**src/rtl/sdl_pkg.sv**
```systemverilog
// Package for the strap default loader: port count, register positions,
// reset values and the carrier structs.
// Assumes a single 100 MHz clock domain and eight PHY ports.
package sdl_pkg;

   // ----------------------------------------------------------------
   // Geometry and timing
   // ----------------------------------------------------------------
   localparam int PORT_COUNT = 8;
   localparam int PORT_IDX_W = 3;
   localparam real CLK_PERIOD_NS = 10.0;
   localparam int SYNC_STAGES = 3;
   // Three synchroniser stages plus one agreement stage must fill before
   // the filtered pin level is meaningful.
   localparam logic [2:0] SETTLE_CYCLES = 3'h4;

   // ----------------------------------------------------------------
   // Management register positions
   // ----------------------------------------------------------------
   localparam logic [4:0] REG_PORT_CFG = 5'h10;
   localparam int BIT_MEDIA_FIBER = 0;
   localparam logic [4:0] REG_RX_FIFO = 5'h12;
   localparam int BIT_RX_DEPTH_HI = 15;
   localparam int BIT_RX_DEPTH_LO = 14;

   // ----------------------------------------------------------------
   // Reset values
   // ----------------------------------------------------------------
   localparam logic RST_MEDIA_FIBER = 1'h0;
   localparam logic [1:0] RST_RX_DEPTH = 2'h0;
   localparam logic [2:0] RST_SETTLE_CNT = 3'h0;

   // ----------------------------------------------------------------
   // Types
   // ----------------------------------------------------------------
   typedef enum logic [2:0] {
      SDL_WAIT = 3'h1,
      SDL_LOAD = 3'h2,
      SDL_RUN  = 3'h4
   } sdl_state_e;

   typedef struct packed {
      logic mediaFiber;
      logic [1:0] rxDepth;
   } sdl_port_cfg_s;

   typedef struct packed {
      logic wrEn;
      logic [PORT_IDX_W-1:0] port;
      logic [4:0] regAddr;
      logic [15:0] data;
   } sdl_mgmt_s;

endpackage

```
**src/rtl/sdl_pin_sync.sv**
```systemverilog
// Three-stage synchroniser with agreement filter for strap pins.
// Assumes pins are asynchronous to mclk.
`timescale 1ns/1ps
module sdl_pin_sync #(
   parameter int WIDTH = 1
) (
   input wire logic mclk,
   input wire logic nrst,
   input wire logic [WIDTH-1:0] pinIn,
   output logic [WIDTH-1:0] stable
);

   logic [WIDTH-1:0] s1_r;
   logic [WIDTH-1:0] s2_r;
   logic [WIDTH-1:0] s3_r;
   logic [WIDTH-1:0] stable_r;
   logic [WIDTH-1:0] stable_nxt;

   // ----------------------------------------------------------------
   // Agreement filter
   // ----------------------------------------------------------------
   // Only the second and third stages are compared; the first stage may be
   // metastable and is read by the second stage alone.
   genvar g;
   generate
      for (g = 0; g < WIDTH; g++) begin : gBit
         always_comb begin
            stable_nxt[g] = (s2_r[g] == s3_r[g]) ? s3_r[g] : stable_r[g];
         end
      end
   endgenerate

   always_ff @(posedge mclk or negedge nrst) begin
      if (!nrst) begin
         s1_r <= '0;
         s2_r <= '0;
         s3_r <= '0;
         stable_r <= '0;
      end else begin
         s1_r <= pinIn;
         s2_r <= s1_r;
         s3_r <= s2_r;
         stable_r <= stable_nxt;
      end
   end

   assign stable = stable_r;

endmodule // sdl_pin_sync

```
**src/rtl/strap_default_loader.sv**
```systemverilog
// Strap default loader: catches the media and receive FIFO depth straps
// after reset and presets the per-port configuration bits.
// Assumes board pull resistors on the shared pins and a management write
// port driven from logic on mclk.
//
// Operation
// - Media strap copied to 16.0 every port.
// - Loaded bits stay readable and writable afterward.
// - Strap level picks twisted-pair or fiber globally.
// - FIFO straps loaded into 18.15:14 every port.
// - Receive-error pins port 5/4 undriven during reset.
// - Missing pull-up reads low, low default.
`timescale 1ns/1ps
module strap_default_loader (
   input wire logic mclk,
   input wire logic nrst,
   input wire logic globalMediaSelectStrap,
   input wire logic rxDepthStrapHi,
   input wire logic rxDepthStrapLo,
   input wire logic [1:0] rxErrCore,
   output logic [1:0] rxErrPinOut,
   output logic [1:0] rxErrPinOe,
   input wire sdl_pkg::sdl_mgmt_s mgmt,
   output sdl_pkg::sdl_port_cfg_s [sdl_pkg::PORT_COUNT-1:0] portCfg
);

   // ----------------------------------------------------------------
   // Strap pin synchronisers
   // ----------------------------------------------------------------
   logic [2:0] strapStable;
   logic mediaStable;
   logic [1:0] depthStable;

   sdl_pin_sync #(.WIDTH(3)) uSync (
      .mclk(mclk),
      .nrst(nrst),
      .pinIn({globalMediaSelectStrap, rxDepthStrapHi, rxDepthStrapLo}),
      .stable(strapStable)
   );

   assign mediaStable = strapStable[2];
   assign depthStable = strapStable[1:0];

   // ----------------------------------------------------------------
   // Sequencer
   // ----------------------------------------------------------------
   sdl_pkg::sdl_state_e state_r;
   sdl_pkg::sdl_state_e state_nxt;
   logic [2:0] settleCnt_r;
   logic [2:0] settleCnt_nxt;

   // The straps are taken exactly once, after the synchroniser has filled,
   // so a pin that toggles later as a receive-error output is never seen.
   always_comb begin
      state_nxt = state_r;
      settleCnt_nxt = settleCnt_r;
      unique case (state_r)
         sdl_pkg::SDL_WAIT: begin
            settleCnt_nxt = settleCnt_r + 3'h1;
            if (settleCnt_r == sdl_pkg::SETTLE_CYCLES - 3'h1) begin
               state_nxt = sdl_pkg::SDL_LOAD;
            end
         end
         sdl_pkg::SDL_LOAD: begin
            state_nxt = sdl_pkg::SDL_RUN;
         end
         sdl_pkg::SDL_RUN: begin
            state_nxt = sdl_pkg::SDL_RUN;
         end
         default: begin
            state_nxt = sdl_pkg::SDL_WAIT;
         end
      endcase
   end

   always_ff @(posedge mclk or negedge nrst) begin
      if (!nrst) begin
         state_r <= sdl_pkg::SDL_WAIT;
         settleCnt_r <= sdl_pkg::RST_SETTLE_CNT;
      end else begin
         state_r <= state_nxt;
         settleCnt_r <= settleCnt_nxt;
      end
   end

   // ----------------------------------------------------------------
   // Shared receive-error pins
   // ----------------------------------------------------------------
   logic [1:0] rxErrOut_r;
   logic [1:0] rxErrOut_nxt;
   logic [1:0] rxErrOe_r;
   logic [1:0] rxErrOe_nxt;

   // The pins stay released until the straps are held, so the board pulls
   // alone set their level while the capture is pending.
   always_comb begin
      rxErrOe_nxt = (state_r == sdl_pkg::SDL_WAIT) ? 2'h0 : 2'h3;
      rxErrOut_nxt = (state_r == sdl_pkg::SDL_RUN) ? rxErrCore : 2'h0;
   end

   always_ff @(posedge mclk or negedge nrst) begin
      if (!nrst) begin
         rxErrOe_r <= 2'h0;
         rxErrOut_r <= 2'h0;
      end else begin
         rxErrOe_r <= rxErrOe_nxt;
         rxErrOut_r <= rxErrOut_nxt;
      end
   end

   assign rxErrPinOut = rxErrOut_r;
   assign rxErrPinOe = rxErrOe_r;

   // ----------------------------------------------------------------
   // Per-port configuration bits
   // ----------------------------------------------------------------
   sdl_pkg::sdl_port_cfg_s [sdl_pkg::PORT_COUNT-1:0] cfg_r;
   sdl_pkg::sdl_port_cfg_s [sdl_pkg::PORT_COUNT-1:0] cfg_nxt;

   // Writes arriving before the load are dropped; the load would overwrite
   // them anyway, and dropping them keeps the outcome unambiguous.
   genvar p;
   generate
      for (p = 0; p < sdl_pkg::PORT_COUNT; p++) begin : gPort
         always_comb begin
            cfg_nxt[p] = cfg_r[p];
            if (state_r == sdl_pkg::SDL_LOAD) begin
               cfg_nxt[p].mediaFiber = mediaStable;
               cfg_nxt[p].rxDepth = depthStable;
            end else if (state_r == sdl_pkg::SDL_RUN && mgmt.wrEn &&
                         int'(mgmt.port) == p) begin
               if (mgmt.regAddr == sdl_pkg::REG_PORT_CFG) begin
                  cfg_nxt[p].mediaFiber = mgmt.data[sdl_pkg::BIT_MEDIA_FIBER];
               end
               if (mgmt.regAddr == sdl_pkg::REG_RX_FIFO) begin
                  cfg_nxt[p].rxDepth = mgmt.data[sdl_pkg::BIT_RX_DEPTH_HI:
                                                 sdl_pkg::BIT_RX_DEPTH_LO];
               end
            end
         end

         always_ff @(posedge mclk or negedge nrst) begin
            if (!nrst) begin
               cfg_r[p].mediaFiber <= sdl_pkg::RST_MEDIA_FIBER;
               cfg_r[p].rxDepth <= sdl_pkg::RST_RX_DEPTH;
            end else begin
               cfg_r[p] <= cfg_nxt[p];
            end
         end
      end
   endgenerate

   assign portCfg = cfg_r;

   // ----------------------------------------------------------------
   // Checks
   // ----------------------------------------------------------------
   logic [sdl_pkg::PORT_COUNT-1:0] fiberVec;
   logic [2*sdl_pkg::PORT_COUNT-1:0] depthVec;

   always_comb begin
      fiberVec = '0;
      depthVec = '0;
      for (int i = 0; i < sdl_pkg::PORT_COUNT; i++) begin
         fiberVec[i] = cfg_r[i].mediaFiber;
         depthVec[2*i +: 2] = cfg_r[i].rxDepth;
      end
   end

   AST_MEDIA_LOAD: assert property (@(posedge mclk) disable iff (!nrst)
      (state_r == sdl_pkg::SDL_LOAD) |=> (fiberVec == {8{$past(mediaStable)}}))
      else $error("Media default not copied to all ports.");

   AST_MEDIA_UNIFORM: assert property (@(posedge mclk) disable iff (!nrst)
      $rose(state_r == sdl_pkg::SDL_RUN) |-> (fiberVec == 8'h00 || fiberVec == 8'hff))
      else $error("Ports disagree on media after load.");

   AST_DEPTH_LOAD: assert property (@(posedge mclk) disable iff (!nrst)
      (state_r == sdl_pkg::SDL_LOAD) |=> (depthVec == {8{$past(depthStable)}}))
      else $error("FIFO depth default not copied to all ports.");

   AST_WRITE_MEDIA: assert property (@(posedge mclk) disable iff (!nrst)
      (state_r == sdl_pkg::SDL_RUN && mgmt.wrEn && mgmt.regAddr == sdl_pkg::REG_PORT_CFG)
      |=> (cfg_r[$past(mgmt.port)].mediaFiber == $past(mgmt.data[0])))
      else $error("Media write did not replace default.");

   AST_PINS_RELEASED: assert property (@(posedge mclk) disable iff (!nrst)
      (state_r != sdl_pkg::SDL_RUN) |-> (rxErrOe_r == 2'h0))
      else $error("Receive-error pins driven before strap capture.");

   AST_PINS_DRIVEN: assert property (@(posedge mclk) disable iff (!nrst)
      (state_r == sdl_pkg::SDL_RUN) |-> (rxErrOe_r == 2'h3))
      else $error("Receive-error pins not driven after strap capture.");

   AST_PIN_FOLLOWS: assert property (@(posedge mclk) disable iff (!nrst)
      (state_r == sdl_pkg::SDL_RUN) |=> (rxErrOut_r == $past(rxErrCore)))
      else $error("Receive-error pin does not follow the core.");

   AST_DEPTH_WRITE: assert property (@(posedge mclk) disable iff (!nrst)
      (state_r == sdl_pkg::SDL_RUN && mgmt.wrEn && mgmt.regAddr == sdl_pkg::REG_RX_FIFO)
      |=> (cfg_r[$past(mgmt.port)].rxDepth == $past(mgmt.data[15:14])))
      else $error("Depth write did not replace default.");

   AST_LOW_DEFAULT: assert property (@(posedge mclk) disable iff (!nrst)
      (state_r == sdl_pkg::SDL_LOAD && depthStable == 2'h0 && !mediaStable)
      |=> (depthVec == 16'h0000 && fiberVec == 8'h00))
      else $error("Low straps did not give low defaults.");

   AST_NO_RELOAD: assert property (@(posedge mclk) disable iff (!nrst)
      (state_r == sdl_pkg::SDL_RUN && !mgmt.wrEn) |=> $stable(cfg_r))
      else $error("Defaults changed without a write after capture.");

   AST_CAPTURE_ONCE: assert property (@(posedge mclk) disable iff (!nrst)
      (state_r == sdl_pkg::SDL_RUN) |=> (state_r == sdl_pkg::SDL_RUN))
      else $error("Sequencer left the run state without a reset.");

   AST_EARLY_WRITE_DROPPED: assert property (@(posedge mclk) disable iff (!nrst)
      (state_r == sdl_pkg::SDL_WAIT) |=> (fiberVec == 8'h00 && depthVec == 16'h0000))
      else $error("Configuration changed before strap capture.");

endmodule // strap_default_loader

```
**config.mk**
```make
export PLATFORM = sky130hd
export DESIGN_NAME = strap_default_loader
export DESIGN_NICKNAME = d
export VERILOG_FILES = /design/src/rtl/sdl_pkg.sv /design/src/rtl/sdl_pin_sync.sv /design/src/rtl/strap_default_loader.sv
export SDC_FILE = /design/constraint.sdc
export NUM_CORES = 1
export LEC_CHECK = 0
export ABC_AREA = 1
export BUFFER_PORTS_ARGS = -buffer_cell sky130_fd_sc_hd__buf_2
export CAP_MARGIN = 10
export CORE_ASPECT_RATIO = 1.25
export CORE_MARGIN = 4
export CORE_UTILIZATION = 45
export DETAILED_ROUTE_END_ITERATION = 6
export PLACE_DENSITY_LB_ADDON = 0.05
export SLEW_MARGIN = 10
export SYNTH_ARGS = -nofsm -noshare
export SYNTH_HDL_FRONTEND = slang
export SYNTH_SLANG_ARGS = --single-unit
export TNS_END_PERCENT = 5
```
**constraint.sdc**
```tcl
create_clock -name mclk -period 1.3 [get_ports mclk]
set_clock_uncertainty 0.15 [all_clocks]
set_input_delay 0 -clock mclk [delete_from_list [all_inputs] [get_ports mclk]]
set_output_delay 0 -clock mclk [all_outputs]
set_load 0.005 [all_outputs]
```
==> results of run 1 <==
==> state kept, by name, summed over array words and instances, names as in the netlist <==
name and flops:
rxErrPinOut 2, settleCnt_r 3, uSync.s3_r 3, uSync.s2_r 3, uSync.stable 3, rxErrPinOe 1, state_r 3, uSync.s1_r 3
portCfg 24
==> worst max-delay path, delay by kind of cell (launching register included) <==
kind | cells | cell delay (ns)
flip-flops | 1 | 0.42
AO/OA/AOI/OAI | 1 | 0.25
AND/OR/NAND/NOR | 5 | 0.52
==> Yosys cell counts, drive strengths merged <==
master | n | share of area
nand3b | 1 | 0.0039
nand3 | 37 | 0.10
dfstp | 1 | 0.014
dfrtp | 44 | 0.57
buf | 5 | 0.022
maj3 | 3 | 0.016
mux2 | 1 | 0.0059
nand4 | 1 | 0.0033
nand2 | 76 | 0.16
ha | 2 | 0.013
inv | 9 | 0.018
xnor2 | 1 | 0.0046
nor2 | 8 | 0.021
o21ai | 9 | 0.039
==> what timing repair did <==
item,4_1_cts,5_1_grt
hold buffers,6,0
resized for setup,6,7
endpoints found under the hold margin,50,0
setup buffers,0,0
pin swaps,0,1
setup endpoints to repair,28,29
==> power groups by stage <==
stage | registers (mW) | logic, mW | clock network, mW
6_report | 1.55 | 0.317 | 1.06
5_1_grt | 1.57 | 0.366 | 1.16
4_1_cts | 1.56 | 0.323 | 1.09
3_5_place_dp | 1.58 | 0.307 | 0
3_3_place_gp | 1.58 | 0.301 | 0
2_1_floorplan | 1.59 | 0.118 | 0
==> area by class of cell <==
type	count	area (sq um)
fillers	376	1590
multi-input cells	139	759
well taps	56	70.1
clock buffers	7	86.3
flip-flops and latches	45	1130
repair buffers	60	399
inverters	9	33.8
clock inverters	1	30.0
==> layout by cell type, fill, tap and decap left out <==
cell type	synthesis	final
bufinv_16	0	1
nand4_1	1	1
o21ai_4	0	3
nand3_4	1	1
nor2_1	6	5
buf_12	0	3
nand2_1	68	67
o21ai_1	0	1
nand2_2	6	5
buf_4	3	2
inv_2	0	1
clkbuf_8	0	6
xnor2_1	1	1
mux2_2	1	1
nand2_4	2	4
inv_1	9	8
maj3_1	3	3
dlygate4sd3_1	0	6
nor2_4	1	2
dfrtp_1	44	44
dfstp_2	1	1
nand3_1	36	36
clkbuf_1	0	1
buf_2	1	46
o21ai_2	8	5
nand3b_1	1	1
ha_1	2	2
nor2_2	1	1
buf_6	0	3
==> worst max path at each step <==
stage	endpoint	cells after the start	start	slack (ns)
floorplan	portCfg[0]	6	state_r[1]	-0.08
global placement	portCfg[15]	6	state_r[0]	-0.15
detailed placement	portCfg[15]	6	state_r[0]	-0.17
CTS	portCfg[22]	7	state_r[0]	-0.14
global route	portCfg[18]	6	state_r[1]	-0.26
finish	portCfg[18]	6	state_r[1]	-0.14
==> stage by stage <==
stage / cells / power, mW / setup TNS (ns)
after global routing: 317 / 3.10 / -5.42
after detailed placement: 303 / 1.89 / -3.25
after floorplan: 198 / 1.70 / -1.82
final: 317 / 2.94 / -3.08
after global placement: 303 / 1.88 / -2.58
after CTS: 317 / 2.97 / -3.24
==> per-layer routing <==
| layer | wire, um | vias to the layer above | track usage |
|---|---|---|---|
| met2 | 1910 | 33 | 0.288 |
| met4 | 58 | 0 | 0.0549 |
| met3 | 171 | 6 | 0.0415 |
| met5 | 0 | - | 0 |
| li1 | - | 769 | - |
| met1 | 1680 | 724 | 0.205 |
==> logic make-up after synthesis <==
logic type,synth area share
buffers and inverters,0.0397
AO/OA/AOI/OAI,0.0391
adder cells (fa/ha/maj),0.0287
XOR/XNOR,0.00456
flip-flops,0.587
AND/OR/NAND/NOR,0.295
multiplexers,0.00586
==> flow_summary.yaml, run 1 <==
status:
  status: "finished, violations left"
  violations: "hold timing, setup timing"
setup_path:
  worst_setup_path_start_kind: "flop"
  rr_startpoint: "state_r[1]"
  crit_path_frequent_cell: "nand2_1"
  cp_max_fo: 8
  critical_path.cell_chain: "nor2_4, nand3_4, o21ai_2, nand2_1, nand2_1, nand2_1"
  r2r_slack_ns: -0.14
  critical_path.max_stage_delay_ns: 0.42
  required_ns: 1.34
  r2r-end: "portCfg[18]"
  endpoint_kind: "flop"
  worstPathArrival_ns: 1.48
  r2r_cells: 6
  critPathKind: "reg2reg"
  cp_slowest_cell: "dfrtp_1"
synth:
  synthCells: 198
  syn_area_per_cell_sq_um: 9.70
  synthesis.nets: 232
  synth_seq_cells: 45
  syn_area_sq_mm: 0.00192
  synth-warning-count: 0
  ys_types: 22
  ys_seq_area_frac: 0.587
sta:
  worst_hold_slack_ns: -0.0212
  finalMaxSlewViolations: 0
  hold_viol_final: 6
  fin_ws_ns: -0.142
  fmax_mhz: 693
  rsz0062_at_grt: "true"
  period_needed_ns: 1.44
  finalCritPeriodShare: 1.11
  finalSetupViolCount: 25
  worst_pin_slew_ns: 0.238
  slew_headroom: 0.841
worst_hold_path:
  hold_path_depth: 5
  hold_end: "portCfg[5]"
  hold_class: "in2reg"
  min-delay-start: "mgmt[0]"
clock_network:
  clock_latency_ns: 0.30
  cts_max_path_buffers: 2
  cts_root_buf: "clkbuf_8"
  clock_sinks: 45
  clkTransAtPathRegs_ns: 0.08
  tritoncts: "yes"
  cts_buffers: 5
  htreeDepth: 2
pwr:
  p_sw_uw: 660
  clockPowerShare: 0.363
  max-vdd-ir-drop_v: 0.000836
  pwr-share-comb: 0.108
  seqPwrFrac: 0.529
  p_leak_nw: 1.28
  p_int_mw: 2.28
  switching_share: 0.225
  power_density_mw_per_mm2: 1170
routing:
  vias: 1532
  viasPerCell: 4.83
  detail_route.wl_per_cell_um: 12.0
  drc_errors: 0
  drt_pass1_iterations: 4
  drt-initial-drc-count: 76
  totalWireLength_um: 3810
  ant_nets: 0
floorplanning:
  row_count: 26
  ioPinCount: 60
  initial_core_util: 0.469
  die_y_um: 81.0
  dieWidth_um: 66.4
  fp.coreArea_sq_mm: 0.00410
  die_area_sq_mm: 0.00538
place:
  hpwl_um: 2790
  io_buffers: 46
  dp_slack_ns: -0.174
  place.gp.congestion: 0.694
  placed_cell_area_sq_mm: 0.00228
global_routing:
  grt_pass1_vias: 1478
  grt_pass1_wl_um: 6870
  grt_overflow_total: 0
  antenna_found_initial: 0
  grt_max_degree: 46
  grt_usage: 0.168
cells_and_area:
  final_util: 0.611
  diodes: 0
  final_nets: 294
  syn_to_final_growth_pct: 30.5
  final_layout_size_suffix_gt1_frac: 0.326
  fin_area_sq_mm: 0.00251
flow_run:
  maxCapViolCount: 0
(Power assumes the default switching activity.)
==> inputs of run 2 (changes only) <==
==> constraint.sdc (replaced) <==
create_clock -name mclk -period 1.3 [get_ports mclk]
set_clock_uncertainty 0.15 [all_clocks]
set_input_delay 0.195 -clock mclk [delete_from_list [all_inputs] [get_ports mclk]]
set_output_delay 0.195 -clock mclk [all_outputs]
set_load 0.005 [all_outputs]
==> flow_summary.yaml, run 2 (synthesis gave the netlist of run 1 again) <==
pwr:
  p_int_mw: 2.27
  p_leak_nw: 1.27
  p_sw_uw: 656
  power_density_mw_per_mm2: 1190
  switching_share: 0.224
  pwr-share-comb: 0.106
  clockPowerShare: 0.364
  max-vdd-ir-drop_v: 0.000926
  seqPwrFrac: 0.530
floorplanning:
  die_area_sq_mm: 0.00538
  fp.coreArea_sq_mm: 0.00410
  ioPinCount: 60
  row_count: 26
  initial_core_util: 0.469
  dieWidth_um: 66.4
  die_y_um: 81.0
setup_path:
  endpoint_kind: "flop"
  cp_max_fo: 8
  worst_setup_path_start_kind: "flop"
  required_ns: 1.34
  critPathKind: "reg2reg"
  worstPathArrival_ns: 1.49
sta:
  hold_viol_final: 0
  finalCritPeriodShare: 1.12
  finalMaxSlewViolations: 0
  slew_headroom: 0.756
  worst_pin_slew_ns: 0.366
  setup_tns_ns: -3.23
  period_needed_ns: 1.46
  fmax_mhz: 686
  rsz0062_at_grt: "true"
  fin_ws_ns: -0.157
  finalSetupViolCount: 27
clock_network:
  clkTransAtPathRegs_ns: 0.08
  cts_root_buf: "clkbuf_8"
  clock_latency_ns: 0.29
  htreeDepth: 2
  tritoncts: "yes"
  clock_sinks: 45
  cts_buffers: 5
  cts_max_path_buffers: 2
cells_and_area:
  final_cell_mix: "nand2_1, buf_2, dfrtp_1"
  final_common_cell: "nand2_1"
  final_layout_size_suffix_gt1_frac: 0.327
  largest_reg_flops: 24
  syn_to_final_growth_pct: 28.3
  final_util: 0.601
  final_nets: 296
  diodes: 0
  fin_area_sq_mm: 0.00246
routing:
  drc_errors: 0
  detail_route.wl_per_cell_um: 11.4
  vias: 1494
  totalWireLength_um: 3640
  drt-initial-drc-count: 69
  viasPerCell: 4.68
  drt_pass1_iterations: 4
  ant_nets: 0
place:
  io_buffers: 46
  dp_slack_ns: -0.166
  place.gp.congestion: 0.701
  placed_cell_area_sq_mm: 0.00227
  hpwl_um: 2800
global_routing:
  antenna_found_initial: 0
  grt_pass1_vias: 1433
  grt_usage: 0.158
  grt_max_degree: 32
  grt_overflow_total: 0
  grt_pass1_wl_um: 6510
status:
  status: "finished, violations left"
  violations: "setup timing"
flow_run:
  maxCapViolCount: 0
worst_hold_path:
  hold_class: "in2async"
run 2: cell count changes in the layout (fill, tap and decap cells not counted), sizes merged:
| cell | previous run | this run |
|---|---|---|
| buf | 54 | 56 |
run 2: worst paths after layout:
kind,from,to,slack [ns],depth (start not counted)
setup / recovery,state_r[0],portCfg[12],-0.16,6
hold / removal,nrst,rxErrPinOut[0],0.20,2
setup reg to reg,state_r[0],portCfg[12],-0.16,6
hold reg to reg,uSync.s1_r[2],uSync.s2_r[2],0.20,0
max in group asynchronous,nrst,state_r[2],0.33,3
min in group mclk,uSync.s1_r[2],uSync.s2_r[2],0.20,0
run 2: what timing repair did:
item	in CTS	in global routing
hold buffers	6	0
resized for setup	2	1
pin swaps	2	0
buffers inserted	1	0
cloned	0	0
setup endpoints to repair	24	28
endpoints found under the hold margin	50	0
run 2: layer usage:
metal	share of wire	track usage
met3	0.045	0.0456
met5	0	0
met1	0.45	0.204
met4	0.013	0.0427
met2	0.49	0.258
run 2: layout make-up:
type	count	area [sq um]
flip-flops and latches	45	1130
inverters	9	33.8
well taps	56	70.1
clock buffers	7	86.3
fillers	396	1640
repair buffers	62	390
clock inverters	1	30.0
multi-input cells	139	724
run 2: power by group through the flow:
stage | combinational, mW | clock [mW] | sequential, mW
after global routing | 0.363 | 1.17 | 1.57
after floorplan | 0.118 | 0 | 1.59
final | 0.309 | 1.07 | 1.55
after global placement | 0.299 | 0 | 1.58
after CTS | 0.319 | 1.10 | 1.55
after detailed placement | 0.304 | 0 | 1.58
run 2: through the flow:
step / hold WS [ns] / cells / power (mW)
after floorplan: -0.251 / 198 / 1.70
after global placement: -0.0196 / 304 / 1.88
after detailed placement: -0.0213 / 304 / 1.89
after CTS: 0.198 / 319 / 2.98
after global routing: 0.212 / 319 / 3.10
final: 0.195 / 319 / 2.93
run 2: worst max-delay path: stages, from the launching register on:
cell	delay, ns
dfstp_2	0.40
nor2_2	0.17
nand3_4	0.16
o21ai_2	0.26
nand2_1	0.11
nand2_1	0.07
nand2_1	0.04
==> inputs of run 3 (changes only) <==
BUFFER_PORTS_ARGS = -buffer_cell sky130_fd_sc_hd__clkbuf_2   (was -buffer_cell sky130_fd_sc_hd__buf_2)
==> flow_summary.yaml, run 3 (synthesis gave the netlist of run 1 again) <==
clock_network:
  clkTransAtPathRegs_ns: 0.08
  clock_latency_ns: 0.29
  cts_root_buf: "clkbuf_8"
  clock_sinks: 45
  htreeDepth: 2
  tritoncts: "yes"
  cts_setup_buffers: 0
  cts_buffers: 5
  cts_max_path_buffers: 2
cells_and_area:
  multi_input_area_sq_um: 802
  final_common_cell: "nand2_1"
  fillers: 385
  largest_reg_flops: 24
  syn_to_final_growth_pct: 31.7
  final_layout_size_suffix_gt1_frac: 0.349
  final_nets: 294
  fin_area_sq_mm: 0.00253
  fin_cells: 317
  diodes: 0
  regArea_sq_mm: 0.00113
  final_cell_mix: "nand2_1, clkbuf_2, dfrtp_1"
sta:
  finalCritPeriodShare: 1.14
  worst_pin_slew_ns: 0.284
  setup_tns_ns: -4.00
  fin_ws_ns: -0.178
  hold_viol_final: 0
  finalSetupViolCount: 25
  rsz0062_at_grt: "true"
  fmax_mhz: 677
  worst_hold_slack_ns: 0.192
  period_needed_ns: 1.48
  slew_headroom: 0.810
  finalMaxSlewViolations: 0
routing:
  drt_pass1_iterations: 4
  detail_route.wl_per_cell_um: 11.6
  vias: 1464
  ant_nets: 0
  totalWireLength_um: 3680
  drc_errors: 0
  viasPerCell: 4.62
  drt-initial-drc-count: 78
setup_path:
  cp_slowest_cell: "dfstp_2"
  worst_setup_path_start_kind: "flop"
  critical_path.cell_chain: "nor2_4, nand3_4, o21ai_4, nand2_1, nand2_1, nand2_1"
  critPathKind: "reg2reg"
  critical_path.max_stage_delay_ns: 0.40
  worstPathArrival_ns: 1.52
  crit_path_frequent_cell: "nand2_1"
  cp_max_fo: 8
  required_ns: 1.34
  endpoint_kind: "flop"
floorplanning:
  die_y_um: 81.0
  ioPinCount: 60
  initial_core_util: 0.469
  dieWidth_um: 66.4
  die_area_sq_mm: 0.00538
  fp.coreArea_sq_mm: 0.00410
  row_count: 26
status:
  violations: "setup timing"
  status: "finished, violations left"
worst_hold_path:
  hold_class: "in2reg"
pwr:
  max-vdd-ir-drop_v: 0.000778
  p_leak_nw: 1.29
  power_density_mw_per_mm2: 1160
  totalPowerFinal_mw: 2.95
global_routing:
  grt_max_degree: 46
  grt_pass1_wl_um: 6230
  grt_overflow_total: 0
  antenna_found_initial: 0
  grt_usage: 0.151
  grt_pass1_vias: 1375
place:
  dp.cells: 303
  place.gp.congestion: 0.708
  placed_cell_area_sq_mm: 0.00226
  io_buffers: 46
  hpwl_um: 2720
flow_run:
  maxCapViolCount: 0
-- run 3: cell types whose count changed in the layout (fill, tap and decap cells not counted), moves of 3 or more --
| cell | previous run | this run |
|---|---|---|
| nand2_1 | 68 | 61 |
| clkbuf_2 | 0 | 46 |
| buf_2 | 46 | 0 |
| nand2_2 | 5 | 13 |
| o21ai_2 | 8 | 0 |
| o21ai_4 | 0 | 8 |
| buf_4 | 8 | 5 |
-- run 3: layout make-up --
type / instances / share of cell area
Sequential cell: 45 / 0.446
Multi-Input combinational cell: 139 / 0.317
Timing Repair Buffer: 60 / 0.150
Clock buffer: 7 / 0.0341
Tap cell: 56 / 0.0277
Inverter: 9 / 0.0134
Clock inverter: 1 / 0.0119
-- run 3: report_power, final --
group	switching, mW	total (mW)	internal [mW]
Sequential	0.0533	1.56	1.50
Combinational	0.172	0.319	0.147
Clock	0.445	1.07	0.627
Total	0.671	2.95	2.28
-- run 3: repair_timing --
action / in CTS / in global routing
hold endpoints to repair: 50 / 0
cloned: 0 / 0
gates resized for setup: 2 / 18
setup endpoints to repair: 25 / 28
hold buffers: 6 / 0
pin swaps: 4 / 7
-- run 3: stage by stage --
stage	util	setup WS, ns
after floorplan	-	-0.0845
after global placement	0.552	-0.170
after detailed placement	0.552	-0.177
after CTS	0.596	-0.171
after global routing	0.617	-0.290
final	0.617	-0.178
-- run 3: worst max-delay path: cells and delay by family (launching register included) --
| kind | cells | cell delay, ns |
|---|---|---|
| AO/OA/AOI/OAI | 1 | 0.26 |
| flip-flops | 1 | 0.40 |
| AND/OR/NAND/NOR | 5 | 0.58 |
-- run 3: path summary, 6_finish.rpt --
check                               from       endpoint  slack, ns  cells after the start
max in group asynchronous           nrst     state_r[0]       0.47                      3
max                           state_r[0]     portCfg[1]      -0.18                      6
min reg2reg                uSync.s1_r[2]  uSync.s2_r[2]       0.20                      0
min in group asynchronous           nrst     portCfg[4]       0.27                      3
max reg2reg                   state_r[0]     portCfg[1]      -0.18                      6
min                             mgmt[15]     portCfg[7]       0.19                      5
-- run 3: metal layers --
layer	routed length (um)	global-route usage	up-vias
met5	0	0	-
met4	59	0.0610	0
met3	164	0.0318	5
met2	1790	0.251	32
met1	1670	0.189	665
li1	-	-	762
